--- src/ulms_pkg.sv ---
// constants, field layouts and carrier types of the uart line and modem status block
// assumes one 200 MHz clock and a byte-wide register port from the serial host interface
//
// Contract
// - aux output two drives internal loop signal
// - loopback bit selects local loopback mode
// - xon-any resumes transmitter; enhanced-only write
// - xon-any stores chars except flow codes
// - infrared bit routes serial paths, idle low
// - prescaler divides clock by four, enhanced-only
// - data ready while any character held
// - overrun on full fifo, char dropped
// - parity tag belongs to head character
// - framing tag belongs to head character
// - break flagged, one break char stored
// - holding empty follows transmit store
// - transmitter idle when store and shifter empty
// - fifo error summary while tagged entry remains
// - modem deltas set on change, interrupt
// - ring delta only on ringing end
// - auto clear-to-send halts after current char
// - status levels are complemented pins normally
// - loopback status mirrors modem control bits
// - scratch pad keeps value, resets to FF
// - threshold register replaces status when selected
// - halt level is low nibble times four
// - resume level is high nibble times four

package ulms_pkg;

  // ------
  // register offsets
  // ------
  localparam logic [2:0] ADDR_RHR = 3'h0;
  localparam logic [2:0] ADDR_MCR = 3'h4;
  localparam logic [2:0] ADDR_LSR = 3'h5;
  localparam logic [2:0] ADDR_MSR = 3'h6;
  localparam logic [2:0] ADDR_SPR = 3'h7;

  // ------
  // reset values
  // ------
  localparam logic [7:0] MCR_RST  = 8'h00;
  localparam logic [7:0] SPR_RST  = 8'hFF;
  localparam logic [7:0] TCR_RST  = 8'h00;

  // ------
  // modem control and interrupt enable bit positions
  // ------
  localparam int MCR_DTR   = 0;
  localparam int MCR_RTS   = 1;
  localparam int MCR_OUT1  = 2;
  localparam int MCR_AUX2  = 3;
  localparam int MCR_LOOP  = 4;
  localparam int MCR_XANY  = 5;
  localparam int MCR_IRDA  = 6;
  localparam int MCR_PRESC = 7;
  localparam int IER_MODEM = 3;

  // ------
  // fifo and prescaler sizes
  // ------
  localparam int         FIFO_DEPTH = 64;
  localparam logic [6:0] FIFO_FULL  = 7'h40;
  localparam logic [1:0] PRESC_LAST = 2'h3;

  // ------
  // carriers
  // ------
  typedef struct packed {
    logic       brk;
    logic       frm;
    logic       par;
    logic [7:0] data;
  } ulms_rxent_t;

  typedef struct packed {
    logic [2:0] addr;
    logic       wr;
    logic       rd;
    logic [7:0] wdata;
  } ulms_regreq_t;

  typedef struct packed {
    logic ctsN;
    logic dsrN;
    logic riN;
    logic cdN;
  } ulms_modem_t;

endpackage

--- src/ulms_line_modem_status.sv ---
// line status, modem status, upper modem control, scratch pad and threshold logic of one channel
// assumes the host port delivers one-cycle read and write strobes, and that the
// receiver and transmitter cores report characters and idle state synchronously
`timescale 1ns/10ps

module ulms_line_modem_status
  import ulms_pkg::*;
(
  // clock and reset
  input  wire logic                   clk,
  input  wire logic                   arst_n,
  input  wire logic                   ce,
  // host register port
  input  wire ulms_pkg::ulms_regreq_t regReq,
  output logic [7:0]                  regRdData,
  output logic                        regRdValid,
  // configuration from neighbouring registers
  input  wire logic                   efrEnhanced,
  input  wire logic                   autoCtsEn,
  input  wire logic                   autoRtsEn,
  input  wire logic                   swFlowEn,
  input  wire logic                   fifoMode,
  input  wire logic [7:0]             interruptEnableReg,
  input  wire logic [7:0]             xonChar,
  input  wire logic [7:0]             xoffChar,
  // receiver core
  input  wire logic                   rxDone,
  input  wire ulms_pkg::ulms_rxent_t  rxChar,
  input  wire logic                   rxLineIdle,
  // transmitter core
  input  wire logic                   txStoreEmpty,
  input  wire logic                   txShiftEmpty,
  input  wire logic                   txBitIn,
  input  wire logic                   irPulseIn,
  // serial pins
  input  wire logic                   uartRxIn,
  input  wire logic                   irRxIn,
  output logic                        uartTxOut,
  output logic                        irTxOut,
  output logic                        rxBitOut,
  // modem pins
  input  wire ulms_pkg::ulms_modem_t  modemIn,
  output logic                        dtrN,
  output logic                        rtsN,
  // flow control and events
  output logic                        ctsStop,
  output logic                        flowHold,
  output logic                        xoffReq,
  output logic                        xonReq,
  output logic                        txResume,
  output logic                        modemIntReq,
  output logic                        baudClkEn
);

  // ------
  // state
  // ------
  typedef struct packed {
    logic [7:0] modem_control;
    logic [7:0] scratch_pad;
    logic [7:0] flow_threshold;
    logic [3:0] delta;
    logic [3:0] prevLvl;
    logic       overrun;
    logic       brkSeen;
    logic       flowHold;
    logic       ctsStop;
    logic [7:0] rdData;
    logic       rdValid;
    logic       dtrN;
    logic       rtsN;
    logic       modemInt;
    logic       xoffReq;
    logic       xonReq;
    logic       txResume;
    logic       uartTx;
    logic       irTx;
    logic       rxBit;
  } ulms_state_t;

  ulms_state_t st_ff;
  ulms_state_t nxt_st;

  // ------
  // helpers
  // ------
  function automatic logic [6:0] levelOf(input logic [3:0] nib);
    levelOf = {1'b0, nib, 2'b00};
  endfunction

  function automatic logic hit(input ulms_regreq_t r, input logic [2:0] a);
    hit = (r.addr == a);
  endfunction

  // -----------------------------------------------------------------
  // receive fifo and prescaler
  // -----------------------------------------------------------------
  ulms_rxent_t fifoHead;
  logic [6:0]  fifoCount;
  logic        fifoFull;
  logic        fifoErr;
  logic        fifoPush;
  logic        fifoPop;
  logic        presTick;

  logic        loopOn;
  logic        irdaOn;
  logic        xanyOn;
  logic        tcrSel;
  logic        flowCode;
  logic        brkRepeat;
  logic        auxTwoN;
  logic [3:0]  lvl;
  logic [3:0]  deltaSet;
  logic        msrRead;
  logic        lsrRead;
  logic        ctsHigh;
  logic [7:0]  lsrVal;
  logic [7:0]  msrVal;

  assign loopOn = st_ff.modem_control[MCR_LOOP];
  assign irdaOn = st_ff.modem_control[MCR_IRDA];
  assign xanyOn = st_ff.modem_control[MCR_XANY];
  assign tcrSel = efrEnhanced & st_ff.modem_control[MCR_OUT1];

  // dropped flow codes never reach the fifo
  assign flowCode  = xanyOn & swFlowEn & ((rxChar.data == xonChar) | (rxChar.data == xoffChar));
  assign brkRepeat = rxChar.brk & st_ff.brkSeen;
  assign fifoPush  = rxDone & ~flowCode & ~brkRepeat;
  assign fifoPop   = regReq.rd & hit(regReq, ADDR_RHR);

  ulms_rx_fifo u_rx_fifo (
    .clk      (clk),
    .arst_n   (arst_n),
    .ce       (ce),
    .push     (fifoPush),
    .pushEnt  (rxChar),
    .pop      (fifoPop),
    .depthOne (~fifoMode),
    .head     (fifoHead),
    .count    (fifoCount),
    .full     (fifoFull),
    .errAny   (fifoErr)
  );

  ulms_prescaler u_prescaler (
    .clk     (clk),
    .arst_n  (arst_n),
    .ce      (ce),
    .divFour (st_ff.modem_control[MCR_PRESC]),
    .tick    (presTick)
  );

  // -----------------------------------------------------------------
  // modem status levels
  // -----------------------------------------------------------------
  // aux output two is only an internal net, active low
  assign auxTwoN = ~st_ff.modem_control[MCR_AUX2];

  always_comb begin
    if (loopOn) begin
      lvl = {~auxTwoN, st_ff.modem_control[MCR_OUT1], st_ff.modem_control[MCR_DTR], st_ff.modem_control[MCR_RTS]};
    end else begin
      lvl = {~modemIn.cdN, ~modemIn.riN, ~modemIn.dsrN, ~modemIn.ctsN};
    end
  end

  // bit order: 3 cd, 2 ri, 1 dsr, 0 cts
  assign deltaSet[0] = lvl[0] ^ st_ff.prevLvl[0];
  assign deltaSet[1] = lvl[1] ^ st_ff.prevLvl[1];
  assign deltaSet[2] = st_ff.prevLvl[2] & ~lvl[2];
  assign deltaSet[3] = lvl[3] ^ st_ff.prevLvl[3];

  assign msrRead = regReq.rd & hit(regReq, ADDR_MSR) & ~tcrSel;
  assign lsrRead = regReq.rd & hit(regReq, ADDR_LSR);
  assign msrVal  = {lvl, st_ff.delta};

  // clear-to-send high means stop
  assign ctsHigh = ~lvl[0];

  // -----------------------------------------------------------------
  // line status
  // -----------------------------------------------------------------
  always_comb begin
    lsrVal    = 8'h00;
    lsrVal[0] = (fifoCount != 7'h00);
    lsrVal[1] = st_ff.overrun;
    lsrVal[2] = fifoHead.par;
    lsrVal[3] = fifoHead.frm;
    lsrVal[4] = fifoHead.brk;
    lsrVal[5] = txStoreEmpty;
    lsrVal[6] = txStoreEmpty & txShiftEmpty;
    lsrVal[7] = fifoErr;
  end

  // -----------------------------------------------------------------
  // next state
  // -----------------------------------------------------------------
  always_comb begin
    nxt_st = st_ff;

    // register writes
    if (regReq.wr) begin
      case (regReq.addr)
        ADDR_MCR: begin
          nxt_st.modem_control[4:0]       = regReq.wdata[4:0];
          nxt_st.modem_control[MCR_IRDA]  = regReq.wdata[MCR_IRDA];
          if (efrEnhanced) begin
            nxt_st.modem_control[MCR_XANY]  = regReq.wdata[MCR_XANY];
            nxt_st.modem_control[MCR_PRESC] = regReq.wdata[MCR_PRESC];
          end
        end
        ADDR_MSR: begin
          if (tcrSel) begin
            nxt_st.flow_threshold = regReq.wdata;
          end
        end
        ADDR_SPR: begin
          nxt_st.scratch_pad = regReq.wdata;
        end
        default: begin
          nxt_st.scratch_pad = st_ff.scratch_pad;
        end
      endcase
    end

    // register reads, answered one cycle later
    nxt_st.rdValid = regReq.rd;
    nxt_st.rdData  = 8'h00;
    if (regReq.rd) begin
      case (regReq.addr)
        ADDR_RHR: nxt_st.rdData = fifoHead.data;
        ADDR_MCR: nxt_st.rdData = st_ff.modem_control;
        ADDR_LSR: nxt_st.rdData = lsrVal;
        ADDR_MSR: nxt_st.rdData = tcrSel ? st_ff.flow_threshold : msrVal;
        ADDR_SPR: nxt_st.rdData = st_ff.scratch_pad;
        default:  nxt_st.rdData = 8'h00;
      endcase
    end

    // overrun: a new character always wins over the clearing read
    nxt_st.overrun = (st_ff.overrun & ~lsrRead) | (rxDone & fifoFull & ~flowCode & ~brkRepeat);

    // one break character per break, rearmed when the line idles high
    if (rxLineIdle) begin
      nxt_st.brkSeen = 1'b0;
    end
    if (rxDone & rxChar.brk) begin
      nxt_st.brkSeen = 1'b1;
    end

    // modem deltas, set wins over the clearing read
    nxt_st.prevLvl = lvl;
    nxt_st.delta   = (msrRead ? 4'h0 : st_ff.delta) | deltaSet;
    nxt_st.modemInt = interruptEnableReg[IER_MODEM] & (nxt_st.delta != 4'h0);

    // xon-any: any received character restarts a halted transmitter
    nxt_st.txResume = rxDone & xanyOn;

    // auto clear-to-send: stop only at a character boundary
    if (!autoCtsEn || !ctsHigh) begin
      nxt_st.ctsStop = 1'b0;
    end else if (txShiftEmpty) begin
      nxt_st.ctsStop = 1'b1;
    end

    // receive fifo halt and resume thresholds
    nxt_st.xoffReq = 1'b0;
    nxt_st.xonReq  = 1'b0;
    if (!st_ff.flowHold && (fifoCount >= levelOf(st_ff.flow_threshold[3:0]))) begin
      nxt_st.flowHold = 1'b1;
      nxt_st.xoffReq  = swFlowEn;
    end else if (st_ff.flowHold && (fifoCount <= levelOf(st_ff.flow_threshold[7:4]))) begin
      nxt_st.flowHold = 1'b0;
      nxt_st.xonReq   = swFlowEn;
    end

    // modem outputs go inactive while looped back
    nxt_st.dtrN = loopOn | ~st_ff.modem_control[MCR_DTR];
    nxt_st.rtsN = loopOn | ~st_ff.modem_control[MCR_RTS] | (autoRtsEn & st_ff.flowHold);

    // serial routing
    if (loopOn) begin
      nxt_st.uartTx = 1'b1;
      nxt_st.irTx   = 1'b0;
      nxt_st.rxBit  = irdaOn ? irPulseIn : txBitIn;
    end else if (irdaOn) begin
      nxt_st.uartTx = 1'b1;
      nxt_st.irTx   = irPulseIn;
      nxt_st.rxBit  = irRxIn;
    end else begin
      nxt_st.uartTx = txBitIn;
      nxt_st.irTx   = 1'b0;
      nxt_st.rxBit  = uartRxIn;
    end
  end

  // ------
  // registers
  // ------
  always_ff @(posedge clk or negedge arst_n) begin
    if (!arst_n) begin
      st_ff          <= '0;
      st_ff.modem_control      <= MCR_RST;
      st_ff.scratch_pad      <= SPR_RST;
      st_ff.flow_threshold      <= TCR_RST;
      st_ff.dtrN     <= 1'b1;
      st_ff.rtsN     <= 1'b1;
      st_ff.uartTx   <= 1'b1;
      st_ff.rxBit    <= 1'b1;
      st_ff.prevLvl  <= 4'h0;
    end else if (ce) begin
      st_ff <= nxt_st;
    end
  end

  // ------
  // outputs
  // ------
  assign regRdData   = st_ff.rdData;
  assign regRdValid  = st_ff.rdValid;
  assign uartTxOut   = st_ff.uartTx;
  assign irTxOut     = st_ff.irTx;
  assign rxBitOut    = st_ff.rxBit;
  assign dtrN        = st_ff.dtrN;
  assign rtsN        = st_ff.rtsN;
  assign ctsStop     = st_ff.ctsStop;
  assign flowHold    = st_ff.flowHold;
  assign xoffReq     = st_ff.xoffReq;
  assign xonReq      = st_ff.xonReq;
  assign txResume    = st_ff.txResume;
  assign modemIntReq = st_ff.modemInt;
  assign baudClkEn   = presTick;

endmodule

--- src/ulms_prescaler.sv ---
// clock prescaler: emits a baud-generator enable every clock or every fourth clock
// assumes the caller gates it with the block clock enable
`timescale 1ns/10ps

module ulms_prescaler
  import ulms_pkg::*;
(
  // clock and reset
  input  wire logic clk,
  input  wire logic arst_n,
  input  wire logic ce,
  // control and result
  input  wire logic divFour,
  output logic      tick
);

  typedef struct packed {
    logic [1:0] cnt;
    logic       tick;
  } ulms_presc_t;

  ulms_presc_t st_ff;
  ulms_presc_t nxt_st;

  always_comb begin
    nxt_st = st_ff;
    if (divFour) begin
      nxt_st.cnt  = (st_ff.cnt == PRESC_LAST) ? 2'h0 : st_ff.cnt + 2'h1;
      nxt_st.tick = (st_ff.cnt == PRESC_LAST);
    end else begin
      nxt_st.cnt  = 2'h0;
      nxt_st.tick = 1'b1;
    end
  end

  always_ff @(posedge clk or negedge arst_n) begin
    if (!arst_n) begin
      st_ff <= '0;
    end else if (ce) begin
      st_ff <= nxt_st;
    end
  end

  assign tick = st_ff.tick;

endmodule

--- src/ulms_rx_fifo.sv ---
// receive fifo of characters with their error tags, flip-flop storage
// assumes push and pop are one-cycle strobes, pop only while not empty
`timescale 1ns/10ps

module ulms_rx_fifo
  import ulms_pkg::*;
(
  // clock and reset
  input  wire logic               clk,
  input  wire logic               arst_n,
  input  wire logic               ce,
  // fill and drain
  input  wire logic               push,
  input  wire ulms_pkg::ulms_rxent_t pushEnt,
  input  wire logic               pop,
  input  wire logic               depthOne,
  // state
  output ulms_pkg::ulms_rxent_t   head,
  output logic [6:0]              count,
  output logic                    full,
  output logic                    errAny
);

  typedef struct packed {
    ulms_rxent_t [FIFO_DEPTH-1:0] mem;
    logic [5:0]                   wrIdx;
    logic [5:0]                   rdIdx;
    logic [6:0]                   cnt;
    logic [6:0]                   errCnt;
  } ulms_fifo_t;

  ulms_fifo_t st_ff;
  ulms_fifo_t nxt_st;
  logic       doPush;
  logic       doPop;
  logic       pushErr;
  logic       popErr;

  function automatic logic hasErr(input ulms_rxent_t e);
    hasErr = e.brk | e.frm | e.par;
  endfunction

  assign full    = depthOne ? (st_ff.cnt != 7'h00) : (st_ff.cnt == FIFO_FULL);
  assign doPush  = push & ~full;
  assign doPop   = pop & (st_ff.cnt != 7'h00);
  assign pushErr = doPush & hasErr(pushEnt);
  assign popErr  = doPop & hasErr(st_ff.mem[st_ff.rdIdx]);

  always_comb begin
    nxt_st = st_ff;
    if (doPush) begin
      nxt_st.mem[st_ff.wrIdx] = pushEnt;
      nxt_st.wrIdx            = st_ff.wrIdx + 6'h01;
    end
    if (doPop) begin
      nxt_st.rdIdx = st_ff.rdIdx + 6'h01;
    end
    nxt_st.cnt    = st_ff.cnt + {6'h00, doPush} - {6'h00, doPop};
    nxt_st.errCnt = st_ff.errCnt + {6'h00, pushErr} - {6'h00, popErr};
  end

  always_ff @(posedge clk or negedge arst_n) begin
    if (!arst_n) begin
      st_ff <= '0;
    end else if (ce) begin
      st_ff <= nxt_st;
    end
  end

  assign head   = (st_ff.cnt != 7'h00) ? st_ff.mem[st_ff.rdIdx] : '0;
  assign count  = st_ff.cnt;
  assign errAny = (st_ff.errCnt != 7'h00);

endmodule

--- config.mk ---
export PLATFORM = sky130hd
export DESIGN_NAME = ulms_line_modem_status
export DESIGN_NICKNAME = d
export VERILOG_FILES = /design/src/ulms_pkg.sv /design/src/ulms_line_modem_status.sv /design/src/ulms_prescaler.sv /design/src/ulms_rx_fifo.sv
export SDC_FILE = /design/constraint.sdc
export NUM_CORES = 1
export LEC_CHECK = 0
export BUFFER_PORTS_ARGS = -buffer_cell sky130_fd_sc_hd__buf_2
export CAP_MARGIN = 20
export CORE_MARGIN = 4
export CORE_UTILIZATION = 40
export DETAILED_ROUTE_END_ITERATION = 16
export PLACE_DENSITY = 0.53
export SKIP_CTS_REPAIR_TIMING = 1
export SLEW_MARGIN = 15
export SYNTH_ARGS = -nofsm -noshare
export SYNTH_HDL_FRONTEND = slang
export SYNTH_SLANG_ARGS = --single-unit
--- constraint.sdc ---
create_clock -name clk -period 4.7 [get_ports clk]
set_input_delay 0.47 -clock clk [delete_from_list [all_inputs] [get_ports clk]]
set_output_delay 0.47 -clock clk [all_outputs]
set_load 0.02 [all_outputs]
# Yosys cells after proc, flatten, opt, wreduce, memory -nomap -nowiden
# Index checks and enable logic that the tools add are counted.
dict set report word_totals {
  word_cells 400
  regBits 787
  out_inout_bits 21
  in_bits 68
}
dict set report classes {
  reduce_logical 22
  n_eq_ne 8
  n_bitwise 49
  add_sub_neg 7
  muxes 26
  magnitude_cmp 5
}
# cell count
set ops {}
lappend ops {{bitwise mux 704 bit} 1}
lappend ops {{binary-select mux 11 bit (select 6 bit)} 1}
lappend ops {{demux 11 bit (select 6 bit)} 1}
lappend ops {{case mux 8 bit (5 select lines)} 1}
lappend ops {{two-way mux 11 bit} 3}
lappend ops {{AND 1 bit} 24}
lappend ops {{== test 8 bit} 2}
lappend ops {{two-way mux 8 bit} 2}
lappend ops {{adder 7 x 1 -> 7 bit} 2}
lappend ops {{< comparator 6 x 7 -> 1 bit, second input constant} 2}
lappend ops {{nonzero test 7 bit} 2}
lappend ops {{subtractor 7 x 1 -> 7 bit} 2}
lappend ops {{adder 6 x 1 -> 6 bit, second input constant} 2}
lappend ops {{== test 3 bit, second input constant} 4}
lappend ops {{inverter 1 bit} 12}
lappend ops {{two-way mux 1 bit} 11}
lappend ops {{AND reduction 2 bit} 5}
lappend ops {{two-way mux 3 bit} 3}
lappend ops {{bitwise OR 1 bit} 9}
lappend ops {{two-way mux 4 bit} 2}
lappend ops {{AND reduction 4 bit} 2}
lappend ops {{== test 7 bit, second input constant} 1}
lappend ops {{>= comparator 7 x 6 -> 1 bit} 1}
lappend ops {{<= comparator 7 x 6 -> 1 bit} 1}
lappend ops {{other kinds (13)} 21}

# Logic depth before layout (Yosys ltp)
dict set report logic_depth {
  depth_word 10
  depth_mapped 23
  mapped_depth_nobuf 20
}

# By module
# From an unflattened synthesis, not the netlist that was laid out.
dict set report unflattened {
  cells_unflattened 2487
  hier_area_um2 37203.2
}
# mod seq_area_each_um2 cells_per_inst area_per_inst_um2 instances
set by_module_without_submodules {}
lappend by_module_without_submodules {ulms_rx_fifo 18267.5 2176 33918.8 1}
lappend by_module_without_submodules {ulms_line_modem_status 1366.3 298 3149.3 1}
lappend by_module_without_submodules {ulms_prescaler 75.1 13 135.1 1}

# Least setup slack after synthesis
# No wires, ideal clock.
dict set report synth_timing {
  path_type {register to register}
  from {register u_rx_fifo.st_ff[14] (netlist name)}
  to {register u_rx_fifo.st_ff[6] (netlist name)}
  arrival_ps 4091
  setup_ps 79
  synth_period_minus_slack_ps 4170
  path_stages_with_launch 23
  path_buffers 3
  required_ps 4621
  path_slack_ps 530
  cell_sequence {dfrtp_1 -> buf_2 -> buf_2 -> buf_2 -> mux4_2 -> mux2i_1 -> nor2_1 -> o22ai_1 -> nand2_1 -> o31ai_1 -> a21oi_1 -> ha_1 -> inv_1 -> ha_1 -> inv_1 -> fa_1 -> nand2b_1 -> a21oi_1 -> o21ai_0 -> a21oi_1 -> o21ai_0 -> a21oi_1 -> xor2_1}
}
dict set report synth_via {
  elab_chain_len 6
}
# element line
set synth_lines {}
lappend synth_lines {{from (decl)} ulms_rx_fifo.sv:32} ;# ulms_fifo_t st_ff;
lappend synth_lines {{from (signal assigned)} ulms_rx_fifo.sv:66} ;# st_ff <= nxt_st;
lappend synth_lines {{binary-select mux 11 bit (select 6 bit) *} ulms_rx_fifo.sv:47} ;# assign popErr = doPop & hasErr(st_ff.mem[st_ff.rdIdx]);
lappend synth_lines {{two-way mux 11 bit (not written as such) *} ulms_rx_fifo.sv:47}
lappend synth_lines {{bitwise OR 1 bit} ulms_rx_fifo.sv:40} ;# hasErr = e.brk | e.frm | e.par;
lappend synth_lines {{bitwise OR 1 bit *} ulms_rx_fifo.sv:40}
lappend synth_lines {{AND 1 bit *} ulms_rx_fifo.sv:47}
lappend synth_lines {{subtractor 7 x 1 -> 7 bit *} ulms_rx_fifo.sv:59} ;# nxt_st.errCnt = st_ff.errCnt + {6'h00, pushErr} - {6'h00, popErr};
# Every way passes the cells marked *; elsewhere a longest branch is shown, timed or not. The select of a mux whose other input is x is not followed.
# A chain may end at the register's enable or synchronous reset.

# Final worst setup path
# Ends and elaborated chain as after synthesis.

==> flow_metrics.env <==
export IMPL_finalHoldViolCount=0
export IMPL_status="complete, no violations"
export IMPL_synthDominantCellAreaShare_pct=52.25
export IMPL_antenna_found_initial=1
export IMPL_grt_pass1_wl_um=154600
export IMPL_p_leak_nw=19.87
export IMPL_powerDensity_mw_per_mm2=445.9
export IMPL_cp_required_ns=5.25
export IMPL_root_buffer="clkbuf_16"
export IMPL_final_nets=2748
export IMPL_cts_made_buffers=86
export IMPL_die_w_um=312.6
export IMPL_drv_slew=0
export IMPL_avgSynthCellArea_sq_um=14.53
export IMPL_cpMaxStageDelayCell="dfrtp_4"
export IMPL_fp_coreArea_sq_mm=0.09180
export IMPL_synth_warnings=0
export IMPL_clock_power_share_pct=35.5
export IMPL_r2r_slack_ns=0.19
export IMPL_dp_cells=3799
export IMPL_switchingPower_mw=5.443
export IMPL_ys_flop_type="dfrtp_1"
export IMPL_post_route_period_util_pct=95.98
export IMPL_io_buffers=81
export IMPL_route_detailed_drc=0
export IMPL_rsz0062_at_grt="no"
export IMPL_relSlewSlack_pct=28.03
export IMPL_synth_fp_nets=2654
export IMPL_ant_nets=0
export IMPL_p_sw_share_pct=28.97
export IMPL_worst_slew_pin_slew_ns=1.076
export IMPL_fin_setup_tns_ns=0
export IMPL_yosysMostFrequentCell="dfrtp_1"
export IMPL_crit_path_start_kind="flop"
export IMPL_clkTransAtPathRegs_ns=0.06
export IMPL_critical_path_top_delay_family="compound AO/OA/AOI/OAI gates"
export IMPL_syn_inst=2555
export IMPL_place_congestion=0.8287
export IMPL_routed_wl_um=101500
export IMPL_dr_pass1_iters=5
export IMPL_yosys_area_top_type="dfrtp_1"
export IMPL_r2r_cells=21
export IMPL_hold_path_class="in2reg"
export IMPL_cp_num_buf_inv=4
export IMPL_grt_overflow_total=0
export IMPL_combPwrFrac_pct=22.7
export IMPL_tritoncts="yes"
export IMPL_fmax_mhz=221.7
export IMPL_diodes=0
export IMPL_fin_ws_ns=0.1890
export IMPL_dr_first_iter_drc_count=1342
export IMPL_finClkSkew_ns=0.01890
export IMPL_grt_use_total_pct=20.86
export IMPL_clk_latency_ns=0.63
export IMPL_synth_seq_cells=787
export IMPL_reg2reg_to="u_rx_fifo.st_ff[6]$_DFFE_PN0P_"
export IMPL_grt_pass1_vias=23661
export IMPL_cts_sinks=787
export IMPL_post_place_ws_ns=-0.1380
export IMPL_drive_gt1_share_pct=48.38
export IMPL_whs_path_depth=3
export IMPL_path_max_fanout=8
export IMPL_setup_viol=0
export IMPL_worst_ir_drop_vdd_v=0.0003129
export IMPL_crit_type="reg2reg"
export IMPL_rows=111
export IMPL_ioPinCount=89
export IMPL_crit_path_cell_trace="buf_12 -> buf_4 -> mux4_2 -> mux2i_2 -> nor2_1 -> a211oi_2 -> nor2_2 -> nor2b_1 -> a21oi_2 -> ha_1 -> inv_1 -> ha_1 -> inv_1 -> fa_1 -> nand2b_4 -> a21oi_2 -> o21ai_0 -> a21oi_1 -> o21ai_0 -> a21oi_1 -> xor2_1"
export IMPL_die_area_sq_mm=0.09773
export IMPL_seqPwrFrac_pct=41.8
export IMPL_synth_edff_count=0
export IMPL_cp_num_cells=21
export IMPL_ys_async_sr_fraction_pct=100.0
export IMPL_die_y_um=312.6
export IMPL_yosysSeqAreaShare_pct=53.10
export IMPL_fin_crit_ns=4.511
export IMPL_critPathLaunch="u_rx_fifo.st_ff[14]$_DFFE_PN0P_"
export IMPL_wl_per_cell_um=25.64
export IMPL_area_growth_pct=13.51
export IMPL_synth_cell_types=61
export IMPL_clk_path_buf_depth=3
export IMPL_p_int_mw=13.34
export IMPL_finalNonFillerCells=3959
export IMPL_synth_commonest_cells="dfrtp_1, mux2_2, mux4_2"
export IMPL_power_mw=18.79
export IMPL_start_util_pct=40.43
export IMPL_worst_ep_arrival_time_ns=5.06
export IMPL_vias=22072
export IMPL_maxCapViolCount=0
export IMPL_grt_max_degree=123
export IMPL_viasPerCell=5.575
export IMPL_dpl_hpwl_um=66180
export IMPL_endpoint="u_rx_fifo.st_ff[6]$_DFFE_PN0P_"
export IMPL_cts_max_level=3
export IMPL_synth_cell_area_sq_mm=0.03712
export IMPL_endpoint_kind="flop"
export IMPL_ys_top_cells_by_area="dfrtp_1, mux2_2, mux4_2"
export IMPL_cpPeakStageDelay_ns=0.55
export IMPL_hold_ws_ns=0.1004
export IMPL_r2r_start="u_rx_fifo.st_ff[14]$_DFFE_PN0P_"
==> placed cells by master, fill, tap and decap left out, types with 5 or more instances in the layout <==
| master | count |
|---|---|
| a211oi_1 | 5 |
| a21o_1 | 6 |
| a21oi_1 | 42 |
| a221oi_1 | 6 |
| a22o_1 | 7 |
| a22oi_1 | 17 |
| a31oi_1 | 9 |
| and2_1 | 5 |
| buf_12 | 13 |
| buf_2 | 80 |
| buf_4 | 152 |
| clkbuf_1 | 24 |
| clkbuf_16 | 90 |
| clkbuf_8 | 24 |
| clkinv_2 | 12 |
| dfrtp_1 | 771 |
| dfstp_2 | 12 |
| ha_1 | 29 |
| inv_1 | 39 |
| mux2_2 | 725 |
| mux2i_1 | 75 |
| mux4_2 | 172 |
| nand2_1 | 63 |
| nand2b_1 | 6 |
| nand3_1 | 21 |
| nand4_1 | 10 |
| nor2_1 | 105 |
| nor2b_1 | 7 |
| o21ai_0 | 40 |
| o221ai_1 | 13 |
| o22ai_1 | 12 |
| or3_1 | 6 |
| xnor2_1 | 27 |
| xor2_1 | 8 |
==> layer usage <==
layer  vias to the layer above  global-route usage (%)  part of all wire, %
li1                       9544                       -                    -
met1                     11936                   28.93                   45
met2                       433                   33.96                   48
met3                       157                   3.180                  4.1
met4                         2                   6.734                  3.1
met5                         -                       0                0.013
==> flip-flops by register name (all words and copies together) (netlist names), 2 cells and up <==
| name | count |
|---|---|
| msrVal | 4 |
| regRdData | 8 |
| st_ff | 27 |
| u_prescaler.st_ff | 2 |
| u_rx_fifo.count | 7 |
| u_rx_fifo.st_ff | 723 |
==> cell families (layout without fill, tap and decap cells) <==
logic type | count (synthesis) | in the layout | share of synthesized area [%]
AO/OA/AOI/OAI | 194 | 194 | 3.503
adder cells (fa/ha/maj) | 31 | 31 | 1.086
XOR/XNOR | 35 | 35 | 0.8259
flip-flops | 787 | 787 | 53.10
multiplexers | 973 | 973 | 34.48
AND/OR/NAND/NOR | 253 | 253 | 3.230
buffers and inverters | 282 | 443 | 3.772
==> power by group through the flow <==
stage	sequential [mW]	combinational [mW]	clock [mW]
after floorplan	7.78	2.96	0
after global placement	7.92	4.20	0
after detailed placement	7.97	4.27	0
after CTS	7.85	4.28	6.87
after global routing	7.93	4.63	7.13
final	7.86	4.27	6.66
==> metrics by stage <==
step / util, % / instance area, sq um
2_1_floorplan: - / 37120
3_3_place_gp: 42.71 / 39210
3_5_place_dp: 42.71 / 39210
5_1_grt: 45.89 / 42130
6_report: 45.89 / 42130
4_1_cts: 45.77 / 42020
==> how the worst min path moves through the flow <==
stage / endpoint / startpoint / slack, ns
after floorplan: ctsStop$_DFFE_PN0P_ / arst_n / 0.17
after global placement: rtsN$_DFFE_PN1P_ / st_ff[47]$_DFFE_PN0P_ / 0.46
after detailed placement: rtsN$_DFFE_PN1P_ / st_ff[47]$_DFFE_PN0P_ / 0.47
after CTS: flowHold$_DFFE_PN0P_ / arst_n / -0.08
after global routing: irdaOn$_DFFE_PN0P_ / regReq[6] / 0.09
final: st_ff[31]$_DFFE_PN0P_ / regReq[1] / 0.10
==> final cells by class <==
cell class                      count  area, sq um
Timing Repair Buffer              248         1838
Clock buffer                      138         2673
Clock inverter                     17        131.4
Inverter                           40        150.1
Multi-Input combinational cell   1486        16060
Fill cell                        8035        49670
Tap cell                         1243         1555
Sequential cell                   787        19720
==> worst min-delay path, cell delays in order <==
cell	delay [ns]
buf_2	0.11
nand2_1	0.05
o21ai_0	0.06
Power figures use the tool's default switching activity.
